===== src/verilog/boot_seq_pkg.sv =====
// Package of constants and types for the power-on reset and boot sequencer
package boot_seq_pkg;
   // ------------------------------------------------------------
   // Timing
   // ------------------------------------------------------------
   localparam int unsigned CLK_HZ           = 25_000_000;
   localparam int unsigned BOOT_FIXED_US    = 2000;
   localparam int unsigned BOOT_PER_KB_US   = 3600;
   localparam int unsigned DEV_BOOT_US      = 1900;
   localparam int unsigned STABLE_US        = 100;
   localparam int unsigned BOOT_FIXED_CYC   = BOOT_FIXED_US * (CLK_HZ / 1_000_000);
   localparam int unsigned BOOT_PER_KB_CYC  = BOOT_PER_KB_US * (CLK_HZ / 1_000_000);
   localparam int unsigned DEV_BOOT_CYC     = DEV_BOOT_US * (CLK_HZ / 1_000_000);
   localparam int unsigned STABLE_CYC       = STABLE_US * (CLK_HZ / 1_000_000);
   localparam int unsigned BYTES_PER_KB     = 1024;
   // ------------------------------------------------------------
   // Widths and reset values
   // ------------------------------------------------------------
   localparam int unsigned ADDR_W           = 13;
   localparam int unsigned PORT_W           = 10;
   localparam int unsigned CNT_W            = 32;
   localparam logic [ADDR_W-1:0] PC_RESET   = 13'h0000;
   localparam logic [PORT_W-1:0] LATCH_RESET = 10'h3ff;
   localparam logic              OD_RESET   = 1'b0;
   localparam logic [1:0]        CLK_SEL_INT = 2'h0;

   typedef enum logic [2:0] {
      ST_OFF, ST_HOLD, ST_COPY, ST_TAIL, ST_RUN
   } seq_state_t;
endpackage : boot_seq_pkg


===== src/verilog/power_on_reset_boot_sequencer.sv =====
// Power-on reset, wake and boot copy sequencer
//
// What this block does
// - Power arrival is one reset cause and always asserts the single core reset.
// - Leaving shutdown asserts the same core reset although supply stayed up.
// - Shutdown ends on any low wake input or on expiry of an armed sleep timer.
// - In reset the core halts, registers take reset values, pins go known, interrupts and timers off.
// - Reset sets every port latch to all ones with open-drain drivers.
// - On release the program counter is zero and the internal oscillator is the clock source.
// - User code is copied from one_time_program_memory into code_data_ram before run starts at zero.
// - Boot lasts a fixed 2 ms plus 3.6 ms for each kilobyte copied, also after wake.
// - With no programmed user code a short startup under 2 ms is run instead.
// - No reset pin exists; power, wake and a debug reset on a blank part reset the device.
// - A debug reset on an unprogrammed part leaves code_data_ram untouched.
// - Internal data memory is declared lost after every reset.
// - A sleep timer wake after firmware shutdown runs the same boot as a power-on reset but sets wake_by_timer.
`timescale 1ns/1ps
module power_on_reset_boot_sequencer
   import boot_seq_pkg::*;
#(
   parameter int unsigned WAKE_W        = 10,
   parameter int unsigned STABLE_CYCLES = STABLE_CYC,
   parameter int unsigned FIXED_CYCLES  = BOOT_FIXED_CYC,
   parameter int unsigned KB_CYCLES     = BOOT_PER_KB_CYC,
   parameter int unsigned DEV_CYCLES    = DEV_BOOT_CYC
) (
   input  wire logic                          clk,
   input  wire logic                          rst_n,
   input  wire logic                          supply_good,
   input  wire logic                          osc_stable,
   input  wire logic                          shutdown_req,
   input  wire logic                          sleep_timer_armed,
   input  wire logic                          sleep_timer_expired,
   input  wire logic [WAKE_W-1:0]             wake_n,
   input  wire logic                          debug_reset_req,
   input  wire logic                          user_code_present,
   input  wire logic [boot_seq_pkg::ADDR_W-1:0] user_code_bytes,
   input  wire logic [7:0]                    otp_rdata,
   output logic                               core_rst_n,
   output logic                               core_run,
   output logic [boot_seq_pkg::ADDR_W-1:0]    pc_init,
   output logic [1:0]                         clk_sel,
   output logic [boot_seq_pkg::PORT_W-1:0]    port_latch,
   output logic [boot_seq_pkg::PORT_W-1:0]    port_push_pull,
   output logic                               irq_timers_en,
   output logic                               data_mem_lost,
   output logic                               internal_power_on,
   output logic                               otp_rd_en,
   output logic [boot_seq_pkg::ADDR_W-1:0]    otp_addr,
   output logic                               ram_wr_en,
   output logic [boot_seq_pkg::ADDR_W-1:0]    ram_addr,
   output logic [7:0]                         ram_wdata,
   output logic                               wake_by_timer
);
   import boot_seq_pkg::*;

   // ------------------------------------------------------------
   // Input synchronisers
   // ------------------------------------------------------------
   logic [WAKE_W+4:0] sync1_q;
   logic [WAKE_W+4:0] sync2_q;
   wire  [WAKE_W+4:0] raw_in = {wake_n, supply_good, osc_stable, sleep_timer_armed,
                                sleep_timer_expired, debug_reset_req};

   // Two stages per input; logic reads only the second
   // No reset here: a held reset flushes both stages
   for (genvar i = 0; i < WAKE_W + 5; i++) begin : g_sync
      always_ff @(posedge clk) begin
         sync1_q[i] <= raw_in[i];
         sync2_q[i] <= sync1_q[i];
      end
   end

   wire [WAKE_W-1:0] wake_n_s  = sync2_q[WAKE_W+4:5];
   wire              supply_s  = sync2_q[4];
   wire              osc_s     = sync2_q[3];
   wire              armed_s   = sync2_q[2];
   wire              expired_s = sync2_q[1];
   wire              dbg_s     = sync2_q[0];

   // ------------------------------------------------------------
   // Wake decode
   // ------------------------------------------------------------
   // Pin wake: any input held low; timer wake only counts when armed
   wire pin_wake   = ~&wake_n_s;
   wire timer_wake = armed_s & expired_s;
   wire any_wake   = pin_wake | timer_wake;
   wire stable     = supply_s & osc_s;

   // ------------------------------------------------------------
   // State decode
   // ------------------------------------------------------------
   // Core is let go from the run state alone
   function automatic logic core_free(input seq_state_t s);
      return (s == ST_RUN);
   endfunction : core_free

   // Any state but off keeps internal power up
   function automatic logic powered(input seq_state_t s);
      return (s != ST_OFF);
   endfunction : powered

   // ------------------------------------------------------------
   // Boot length
   // ------------------------------------------------------------
   // Cycles for a boot; the product is kept in 64 bits to avoid overflow
   function automatic logic [CNT_W-1:0] boot_cycles(input logic [ADDR_W-1:0] bytes,
                                                    input logic              present);
      logic [63:0] prod;
      logic [63:0] total;
      prod  = 64'(bytes) * 64'(KB_CYCLES);
      total = 64'(FIXED_CYCLES) + prod / 64'(BYTES_PER_KB);
      return present ? total[CNT_W-1:0] : CNT_W'(DEV_CYCLES);
   endfunction : boot_cycles

   wire [CNT_W-1:0] boot_len = boot_cycles(user_code_bytes, user_code_present);

   // ------------------------------------------------------------
   // Sequencer
   // ------------------------------------------------------------
   seq_state_t       state_q, state_d;
   logic [CNT_W-1:0] cnt_q,   cnt_d;
   logic [ADDR_W-1:0] addr_q, addr_d;
   logic             prog_q,  prog_d;
   logic             timer_q, timer_d;

   wire copy_done = (addr_q == user_code_bytes);
   wire time_done = (cnt_q >= boot_len);
   // Debug reset on a blank part reboots without a copy, so RAM survives;
   // only the rising edge counts, so a held request reboots once
   logic dbg_q;

   always_ff @(posedge clk) begin
      if (!rst_n) begin
         dbg_q <= 1'b0;
      end else begin
         dbg_q <= dbg_s;
      end
   end

   wire dbg_reboot = dbg_s & ~dbg_q & ~user_code_present;

   always_comb begin
      state_d = state_q;
      cnt_d   = cnt_q;
      addr_d  = addr_q;
      prog_d  = prog_q;
      timer_d = timer_q;
      case (state_q)
         ST_OFF: begin
            cnt_d  = '0;
            addr_d = '0;
            // Only power and wake leave here; no reset pin exists
            if (stable && (any_wake || !prog_q)) begin
               state_d = ST_HOLD;
               timer_d = timer_wake & prog_q;
            end
         end
         ST_HOLD: begin
            cnt_d = cnt_q + 1'b1;
            if (!stable) begin
               cnt_d = '0;
            end else if (cnt_q >= CNT_W'(STABLE_CYCLES - 1)) begin
               cnt_d   = '0;
               state_d = user_code_present ? ST_COPY : ST_TAIL;
            end
         end
         ST_COPY: begin
            cnt_d  = cnt_q + 1'b1;
            addr_d = addr_q + 1'b1;
            if (copy_done) begin
               addr_d  = addr_q;
               state_d = ST_TAIL;
            end
         end
         ST_TAIL: begin
            cnt_d = cnt_q + 1'b1;
            if (time_done) begin
               state_d = ST_RUN;
            end
         end
         ST_RUN: begin
            prog_d = 1'b1;
            if (shutdown_req) begin
               state_d = ST_OFF;
            end else if (dbg_reboot) begin
               state_d = ST_HOLD;
               cnt_d   = '0;
            end
         end
         default: state_d = ST_OFF;
      endcase
      if (!stable) begin
         state_d = ST_OFF;
         prog_d  = 1'b0;
      end
   end

   always_ff @(posedge clk) begin
      if (!rst_n) begin
         state_q <= ST_OFF;
         cnt_q   <= '0;
         addr_q  <= '0;
         prog_q  <= 1'b0;
         timer_q <= 1'b0;
      end else begin
         state_q <= state_d;
         cnt_q   <= cnt_d;
         addr_q  <= addr_d;
         prog_q  <= prog_d;
         timer_q <= timer_d;
      end
   end

   // ------------------------------------------------------------
   // Copy datapath
   // ------------------------------------------------------------
   // The array answers one cycle after the request, so the write trails the read by two
   logic              rd_q;
   logic [ADDR_W-1:0] ra_q;
   logic              wr_q;
   logic [ADDR_W-1:0] wa_q;
   logic [7:0]        wd_q;
   wire               rd = (state_q == ST_COPY) & ~copy_done;

   // Request stage: which address the array is answering
   always_ff @(posedge clk) begin
      if (!rst_n) begin
         rd_q <= 1'b0;
         ra_q <= '0;
      end else begin
         rd_q <= rd;
         ra_q <= addr_q;
      end
   end

   // Write stage: data is taken while the array presents it; dropped if power fails
   always_ff @(posedge clk) begin
      if (!rst_n) begin
         wr_q <= 1'b0;
         wa_q <= '0;
         wd_q <= 8'h00;
      end else begin
         wr_q <= rd_q & powered(state_q);
         wa_q <= ra_q;
         wd_q <= otp_rdata;
      end
   end

   assign otp_rd_en = rd;
   assign otp_addr  = addr_q;
   assign ram_wr_en = wr_q;
   assign ram_addr  = wa_q;
   assign ram_wdata = wd_q;

   // ------------------------------------------------------------
   // Core and port control
   // ------------------------------------------------------------
   logic run_q;
   logic rst_q;

   always_ff @(posedge clk) begin
      if (!rst_n) begin
         run_q <= 1'b0;
         rst_q <= 1'b0;
      end else begin
         run_q <= core_free(state_d);
         rst_q <= core_free(state_d);
      end
   end

   // ------------------------------------------------------------
   // Port latches
   // ------------------------------------------------------------
   // Loaded whenever the core is held; firmware updates live outside this block
   // Per-pin flops so a later writer can own single pins
   logic [PORT_W-1:0] latch_q;
   logic [PORT_W-1:0] pp_q;

   for (genvar p = 0; p < PORT_W; p++) begin : g_port
      always_ff @(posedge clk) begin
         if (!rst_n || !rst_q) begin
            latch_q[p] <= LATCH_RESET[p];
            pp_q[p]    <= OD_RESET;
         end
      end
   end

   assign core_run          = run_q;
   assign core_rst_n        = rst_q;
   assign pc_init           = PC_RESET;
   assign clk_sel           = CLK_SEL_INT;
   assign port_latch        = latch_q;
   assign port_push_pull    = pp_q;
   assign irq_timers_en     = rst_q;
   assign data_mem_lost     = ~rst_q;
   assign internal_power_on = powered(state_q);
   assign wake_by_timer     = timer_q;
endmodule : power_on_reset_boot_sequencer


===== config.mk =====
export PLATFORM = sky130hd
export DESIGN_NAME = power_on_reset_boot_sequencer
export DESIGN_NICKNAME = d
export VERILOG_FILES = /design/src/verilog/boot_seq_pkg.sv /design/src/verilog/power_on_reset_boot_sequencer.sv
export SDC_FILE = /design/constraint.sdc
export NUM_CORES = 1
export LEC_CHECK = 0
export BUFFER_PORTS_ARGS = -buffer_cell sky130_fd_sc_hd__buf_4
export CAP_MARGIN = 20
export CORE_ASPECT_RATIO = 0.8
export CORE_MARGIN = 4
export CORE_UTILIZATION = 64
export DETAILED_ROUTE_END_ITERATION = 10
export PLACE_DENSITY = 0.87
export REMOVE_ABC_BUFFERS = 1
export SYNTH_ARGS = -nofsm -noshare
export SYNTH_HDL_FRONTEND = slang
export SYNTH_SLANG_ARGS = --single-unit

===== constraint.sdc =====
create_clock -name clk -period 12.6 [get_ports clk]
set_input_delay 1.89 -clock clk [delete_from_list [all_inputs] [get_ports clk]]
set_output_delay 1.89 -clock clk [all_outputs]
set_load 0.1 [all_outputs]

* Word level (Yosys, flattened, before mapping)
Index checks and enable logic that the tools add are counted.
** Operators by class
- Add/subtract/negate cells :: 3
- Multiply operators :: 1
- Div/mod/pow operators :: 0
- Magnitude comparators :: 2
- Equal/unequal tests :: 9
- Shift-type cells :: 0
- Multiplexer cells :: 17
- Bitwise logic cells :: 12
- Reductions and logical operators :: 14
** Operator list (count)
- $mux W32 :: 4
- $pmux W32 S4 :: 1
- $add A32 B1 Y32 const B :: 1
- $ge A32 B12 Y1 const B :: 1
- $ge A32 B21 Y1 :: 1
- $mul A13 B13 Y26 const B :: 1
- $pmux W13 S2 :: 1
- $add A16 B20 Y21 const A :: 1
- $mux W21 :: 1
- $mux W3 :: 7
- $pmux W3 S5 :: 1
- $add A13 B1 Y13 const B :: 1
- $eq A13 B13 Y1 :: 1
- $mux W13 :: 1
- $reduce_and A10 Y1 :: 1
- $and A1 B1 Y1 :: 7
- $eq A3 B2 Y1 const B :: 2
- $eq A3 B3 Y1 const B :: 2
- $ne A2 B2 Y1 const B :: 3
- $reduce_and A2 Y1 :: 3
- $not A1 Y1 :: 4
- $reduce_bool A4 Y1 :: 1
- $eq A3 B1 Y1 const B :: 1
- $logic_not A3 Y1 :: 1
- 9 further kinds :: 10
** Storage, ports and cells
- Bits in registers :: 118
- Bits in latches :: 0
- Bits in writable memories :: 0
- Memory bits (read-only) :: 0
- Output and inout bits :: 77
- Memories kept :: 0

* Logic depth before layout (Yosys ltp)
- Depth in word-level cells :: 9
- Depth in mapped cells :: 32
- Depth with buffers taken out :: 31

* Worst setup path after synthesis
No wires, ideal clock.
- Path kind :: input port to flip-flop
- Start :: input port user_code_bytes[3] (netlist name)
- End :: register state_q[0]
- Library setup time :: 0.070 ns
- Arrival time :: 8.350 ns
- Required time :: 12.530 ns
- Setup slack :: 4.180 ns
- Cell stages on the path :: 32
- Buffers on the path :: 1
- Path through :: fa_1 inv_1 fa_1 fa_1 inv_1 fa_1 inv_1 fa_1 inv_1 ha_1 buf_2 and3_1 a211o_1 nor3_1 nor2_1 ha_1 or2b_1 a211oi_2 a21oi_1 a21oi_1 xnor2_1 nand2_1 ha_1 a21o_1 a21o_1 a21oi_1 nor2_1 nor3_1 nand4_1 a21oi_1 o221ai_1 a21oi_1
** On the way
- Cells in the longest elaborated chain, start to end :: 7
- Elaborated cells between the ends (all ways) :: 9
- Those cells by class :: 1 x add/sub; 1 x mul; 1 x order compare; 1 x eq/ne; 5 x mux
** Ends and longest elaborated chain
- start, declared :: line power_on_reset_boot_sequencer.sv:37 : input wire logic [boot_seq_pkg::ADDR_W-1:0] user_code_bytes,
- $mul A13 B13 Y26 :: line power_on_reset_boot_sequencer.sv:111 : prod = 64'(bytes) * 64'(KB_CYCLES);
- $add A16 B20 Y21 :: line power_on_reset_boot_sequencer.sv:112 : total = 64'(FIXED_CYCLES) + prod / 64'(BYTES_PER_KB);
- $mux W21 :: line power_on_reset_boot_sequencer.sv:113 : return present ? total[CNT_W-1:0] : CNT_W'(DEV_CYCLES);
- $ge A32 B21 Y1 :: line power_on_reset_boot_sequencer.sv:128 : wire time_done = (cnt_q >= boot_len);
- $mux W3 :: line power_on_reset_boot_sequencer.sv:178 : if (time_done) begin
- $pmux W3 S5 * :: line power_on_reset_boot_sequencer.sv:149 : case (state_q)
- $mux W3 * :: line power_on_reset_boot_sequencer.sv:193 : if (!stable) begin
- end signal, assigned :: line power_on_reset_boot_sequencer.sv:207 : state_q <= state_d;
- end, declared :: line power_on_reset_boot_sequencer.sv:121 : seq_state_t state_q, state_d;
Every way passes the cells marked *; elsewhere a longest branch is shown, timed or not.
A chain may end at the register's enable or synchronous reset.

* Worst setup path in the final report
Ends and elaborated chain as after synthesis.

==> impl_metrics.xml <==
<?xml version="1.0" encoding="UTF-8"?>
<metrics>
  <group name="die">
    <metric name="io-pin-count" unit="">117</metric>
    <metric name="floorplan.die.height" unit="µm">115</metric>
    <metric name="chipWidth" unit="µm">142</metric>
    <metric name="die_area" unit="µm²">16300</metric>
    <metric name="coreArea" unit="µm²">13800</metric>
    <metric name="core.rowCount" unit="">38</metric>
    <metric name="start_util" unit="%">66.3</metric>
  </group>
  <group name="worst_hold_path">
    <metric name="worst_hold_path_type" unit="">reg2reg</metric>
  </group>
  <group name="synth">
    <metric name="synth.area.top_cells" unit="">sky130_fd_sc_hd__dfxtp_1 26%, sky130_fd_sc_hd__fa_1 16%, sky130_fd_sc_hd__ha_1 15%</metric>
    <metric name="asyncSetResetFlopFracSynth" unit="%">0</metric>
    <metric name="flip_flop_and_latch_count_after_synthesis" unit="">118</metric>
    <metric name="synth_sequential_area_ratio" unit="%">25.8</metric>
    <metric name="synthCells" unit="">995</metric>
    <metric name="yosys_synthesis_warning_count" unit="">0</metric>
    <metric name="post_synth.cell_area_avg" unit="µm²">9.19</metric>
    <metric name="netlist-cell-type-count" unit="">66</metric>
    <metric name="number_of_synthesized_flops_with_an_enable_pin" unit="">0</metric>
    <metric name="synth_top_cell_by_area" unit="">sky130_fd_sc_hd__dfxtp_1</metric>
    <metric name="ys_dominant_reg_cell" unit="">sky130_fd_sc_hd__dfxtp_1</metric>
    <metric name="synth_area" unit="µm²">9150</metric>
    <metric name="netlist.area_leader.share" unit="%">25.8</metric>
  </group>
  <group name="timing">
    <metric name="period_minus_slack" unit="ns">8.76</metric>
    <metric name="slew_headroom" unit="%">48.6</metric>
    <metric name="count_of_final_hold_check_violations" unit="">0</metric>
    <metric name="fin_worst_skew" unit="ns">0.0117</metric>
    <metric name="final_period_util" unit="%">69.5</metric>
    <metric name="timing.fmax" unit="MHz">114</metric>
    <metric name="timing.setup.tns" unit="ns">0</metric>
    <metric name="grt_setup_unrepaired" unit="">false</metric>
    <metric name="report.final.slew_viol_count" unit="">0</metric>
    <metric name="setup_violations" unit="">0</metric>
    <metric name="worst_slew_pin_slew" unit="ns">0.765</metric>
  </group>
  <group name="route">
    <metric name="avgRoutedWirePerCell" unit="µm">17.0</metric>
    <metric name="drtAntennaViolNets" unit="">0</metric>
    <metric name="remaining_drc_errors" unit="">0</metric>
    <metric name="firstDrtPassIters" unit="">5</metric>
    <metric name="route.final.wire_length" unit="µm">21500</metric>
    <metric name="first_iter_violations" unit="">520</metric>
    <metric name="num_vias" unit="">7054</metric>
    <metric name="post_drt_via_cell_ratio" unit="">5.58</metric>
  </group>
  <group name="critical_path">
    <metric name="timing.critical_path.required" unit="ns">12.94</metric>
    <metric name="worst_r2r_endpoint" unit="">cnt_q[28]$_SDFFE_PN0P_</metric>
    <metric name="rrSetupSlack" unit="ns">9.67</metric>
    <metric name="arrival" unit="ns">9.10</metric>
    <metric name="critical_path.startpoint" unit="">user_code_bytes[3]</metric>
    <metric name="path_delay_family" unit="">adder cells</metric>
    <metric name="worstReg2RegStart" unit="">cnt_q[0]$_SDFFE_PN0P_</metric>
    <metric name="worst-path-buf-inv" unit="">5</metric>
    <metric name="crit_cells" unit="">32</metric>
    <metric name="worst_setup_path_end_kind" unit="">register</metric>
    <metric name="path_class" unit="">in2reg</metric>
    <metric name="startpoint_type" unit="">input port</metric>
    <metric name="max_stage_delay" unit="ns">0.55</metric>
    <metric name="timing.critical_path.slowest_stage_cell" unit="">sky130_fd_sc_hd__fa_1</metric>
    <metric name="worst-r2r-cell-count" unit="">10</metric>
    <metric name="crit_path_max_fanout" unit="">10</metric>
    <metric name="setup.worst_path.end" unit="">state_q[0]$_SDFF_PN0_</metric>
  </group>
  <group name="clocking">
    <metric name="cts_buffers" unit="">17</metric>
    <metric name="worst_skew_pair.late_latency" unit="ns">0.42</metric>
    <metric name="quantity_of_gates_resized_following_cts" unit="">0</metric>
    <metric name="post-cts-setup-buffer-count" unit="">0</metric>
    <metric name="clk_pin_slew" unit="ns">0.06</metric>
    <metric name="cts.sinks" unit="">118</metric>
    <metric name="cts_root_buffer_type" unit="">sky130_fd_sc_hd__clkbuf_16</metric>
    <metric name="clock_tree.buffer_depth" unit="">2</metric>
    <metric name="ctsHtreeMaxLevel" unit="">4</metric>
    <metric name="hold_buffers_post_cts" unit="">0</metric>
    <metric name="tritoncts_clock_tree" unit="">built</metric>
  </group>
  <group name="global_route">
    <metric name="gr-usage-all-layers" unit="%">27.3</metric>
    <metric name="grt_antenna_before_repair" unit="">0</metric>
    <metric name="grt_first_pass_wirelength" unit="µm">35500</metric>
    <metric name="pin_count_of_the_biggest_net_entering_global_routing" unit="">45</metric>
    <metric name="first_global_vias" unit="">7180</metric>
    <metric name="global_route.overflow_total" unit="">0</metric>
  </group>
  <group name="final_layout">
    <metric name="fraction_of_final_layout_cells_sized_beyond_drive_strength_1" unit="%">11.9</metric>
    <metric name="area.sequential" unit="µm²">2360</metric>
    <metric name="diodes" unit="">0</metric>
    <metric name="layout.core_utilization" unit="%">75.1</metric>
    <metric name="n_fill_cell" unit="">841</metric>
    <metric name="syn2layout_area_growth" unit="%">13.2</metric>
    <metric name="num-nets-final" unit="">1295</metric>
    <metric name="multiInputGateArea" unit="µm²">5960</metric>
  </group>
  <group name="job">
    <metric name="cap_violations" unit="">0</metric>
  </group>
  <group name="place">
    <metric name="finalWeightedCongestion" unit="">0.883</metric>
    <metric name="port_buffers" unit="">81</metric>
    <metric name="half_perimeter_wire_length_after_detailed_placement" unit="µm">15400</metric>
  </group>
  <group name="power_and_ir_drop">
    <metric name="power-per-cell-area" unit="nW/µm²">305</metric>
    <metric name="ir_drop" unit="V">0.000298</metric>
    <metric name="static-leakage-power" unit="nW">5.07</metric>
  </group>
  <group name="run_status">
    <metric name="run_status" unit="">finished clean</metric>
  </group>
</metrics>
[metrics by stage]
step	setup WS, ns	area (µm²)	hold slack [ns]	std cells	total power [W]
floorplan	4.21	8910	0.310	971	0.00218
global placement	3.77	9740	0.310	1232	0.00257
detailed placement	3.51	9740	0.312	1232	0.00264
CTS	3.90	10300	0.327	1264	0.00313
global route	3.32	10300	0.333	1265	0.00349
finish	3.84	10300	0.327	1265	0.00316
[logic make-up (layout without fill, tap and decap cells)]
family / count (synthesis) / count (layout) / share of synthesized area [%]
and+or+nand+nor: 284 / 284 / 16.6
buffers and inverters: 213 / 270 / 10.3
adders and majority gates: 183 / 183 / 30.9
DFF: 118 / 118 / 25.8
AOI/OAI and AO/OA: 117 / 117 / 8.81
xor gates and xnor gates: 76 / 76 / 7.28
other: 2 / 35 / 0.0821
muxes: 2 / 2 / 0.219
[layout make-up]
| cell class | count | area share [%] |
|---|---|---|
| multi-input cells | 697 | 57.6 |
| inverters | 156 | 5.66 |
| clock inverters | 15 | 1.46 |
| flip-flops and latches | 118 | 22.8 |
| clock buffers | 17 | 4.11 |
| repair buffers | 82 | 6.14 |
| well taps | 180 | 2.18 |
[where the power goes]
part | internal (W) | switching, W
Clock | 0.000264 | 0.000202
Combinational | 0.000911 | 0.00140
Sequential | 0.000380 | 0.00000249
[registers in the layout (all words and copies together), names as in the netlist, 3 cells and up]
| name | flops |
|---|---|
| sync1_q | 15 |
| state_q | 3 |
| ra_q | 13 |
| sync2_q | 10 |
| ram_wdata | 8 |
| ram_addr | 13 |
| otp_addr | 13 |
| cnt_q | 32 |
[Yosys cell counts (2+ instances only)]
| master | n |
|---|---|
| sky130_fd_sc_hd__a311oi_1 | 2 |
| sky130_fd_sc_hd__buf_4 | 37 |
| sky130_fd_sc_hd__o31ai_1 | 3 |
| sky130_fd_sc_hd__o2111ai_1 | 2 |
| sky130_fd_sc_hd__a21o_1 | 16 |
| sky130_fd_sc_hd__xor2_1 | 48 |
| sky130_fd_sc_hd__nor2b_1 | 8 |
| sky130_fd_sc_hd__and2_1 | 43 |
| sky130_fd_sc_hd__a211oi_1 | 6 |
| sky130_fd_sc_hd__dfxtp_1 | 118 |
| sky130_fd_sc_hd__a21oi_1 | 31 |
| sky130_fd_sc_hd__nor3_1 | 16 |
| sky130_fd_sc_hd__nand4_1 | 21 |
| sky130_fd_sc_hd__o22ai_1 | 2 |
| sky130_fd_sc_hd__nor4_4 | 2 |
| sky130_fd_sc_hd__nand3b_1 | 4 |
| sky130_fd_sc_hd__nand2b_1 | 4 |
| sky130_fd_sc_hd__nor2_2 | 3 |
| sky130_fd_sc_hd__nand3_1 | 18 |
| sky130_fd_sc_hd__inv_1 | 156 |
| sky130_fd_sc_hd__mux2i_1 | 2 |
| sky130_fd_sc_hd__a31oi_1 | 5 |
| sky130_fd_sc_hd__a221oi_1 | 2 |
| sky130_fd_sc_hd__buf_2 | 4 |
| sky130_fd_sc_hd__xnor2_1 | 28 |
| sky130_fd_sc_hd__a211o_1 | 4 |
| sky130_fd_sc_hd__a41oi_1 | 2 |
| sky130_fd_sc_hd__or4_1 | 2 |
| sky130_fd_sc_hd__o21ai_0 | 21 |
| sky130_fd_sc_hd__clkbuf_1 | 15 |
| sky130_fd_sc_hd__o211ai_1 | 3 |
| sky130_fd_sc_hd__ha_1 | 112 |
| sky130_fd_sc_hd__nand2_1 | 51 |
| sky130_fd_sc_hd__and3_1 | 13 |
| sky130_fd_sc_hd__nor4_1 | 7 |
| sky130_fd_sc_hd__and4_1 | 5 |
| sky130_fd_sc_hd__conb_1 | 2 |
| sky130_fd_sc_hd__or3_1 | 7 |
| sky130_fd_sc_hd__fa_1 | 71 |
| sky130_fd_sc_hd__nor2_1 | 70 |
| sky130_fd_sc_hd__or2b_1 | 2 |
| sky130_fd_sc_hd__o21a_1 | 3 |
[worst register-to-register path, stage by stage (launching register included)]
cell                       delay, ns
sky130_fd_sc_hd__dfxtp_1        0.35
sky130_fd_sc_hd__ha_1           0.27
sky130_fd_sc_hd__or4_1          0.44
sky130_fd_sc_hd__o21ai_0        0.18
sky130_fd_sc_hd__nand2_1        0.08
sky130_fd_sc_hd__a211oi_1       0.53
sky130_fd_sc_hd__a41oi_1        0.18
sky130_fd_sc_hd__o21ai_0        0.18
sky130_fd_sc_hd__nand2_1        0.26
sky130_fd_sc_hd__buf_16         0.27
sky130_fd_sc_hd__nor2_2         0.12
[worst min path at each step]
stage / from / depth (start not counted) / end
floorplan: sync1_q[2]$_DFF_P_ / 0 / armed_s$_DFF_P_
global placement: sync1_q[2]$_DFF_P_ / 0 / armed_s$_DFF_P_
detailed placement: sync1_q[1]$_DFF_P_ / 0 / expired_s$_DFF_P_
CTS: sync1_q[11]$_DFF_P_ / 0 / sync2_q[11]$_DFF_P_
global route: sync1_q[4]$_DFF_P_ / 0 / supply_s$_DFF_P_
finish: sync1_q[11]$_DFF_P_ / 0 / sync2_q[11]$_DFF_P_
[cell usage in the layout, fill, tap and decap left out, types with 5 or more instances in the layout]
cell	n
sky130_fd_sc_hd__inv_1	156
sky130_fd_sc_hd__dfxtp_1	118
sky130_fd_sc_hd__ha_1	112
sky130_fd_sc_hd__buf_4	81
sky130_fd_sc_hd__fa_1	71
sky130_fd_sc_hd__nor2_1	70
sky130_fd_sc_hd__nand2_1	51
sky130_fd_sc_hd__xor2_1	48
sky130_fd_sc_hd__and2_1	43
sky130_fd_sc_hd__conb_1	35
sky130_fd_sc_hd__a21oi_1	31
sky130_fd_sc_hd__xnor2_1	28
sky130_fd_sc_hd__o21ai_0	21
sky130_fd_sc_hd__nand4_1	21
sky130_fd_sc_hd__nand3_1	18
sky130_fd_sc_hd__clkbuf_16	17
sky130_fd_sc_hd__a21o_1	16
sky130_fd_sc_hd__nor3_1	16
sky130_fd_sc_hd__and3_1	13
sky130_fd_sc_hd__nor2b_1	8
sky130_fd_sc_hd__or3_1	7
sky130_fd_sc_hd__nor4_1	7
sky130_fd_sc_hd__a211oi_1	6
sky130_fd_sc_hd__inv_8	6
sky130_fd_sc_hd__and4_1	5
sky130_fd_sc_hd__a31oi_1	5
[layer usage]
metal	share of wire (%)	track usage [%]	vias up
li1	-	-	3362
met1	42	34.3	3354
met2	48	45.7	279
met3	7.3	7.82	59
met4	2.9	9.21	0
met5	0	0	-
Note: power is estimated with default switching activity, not from simulation.
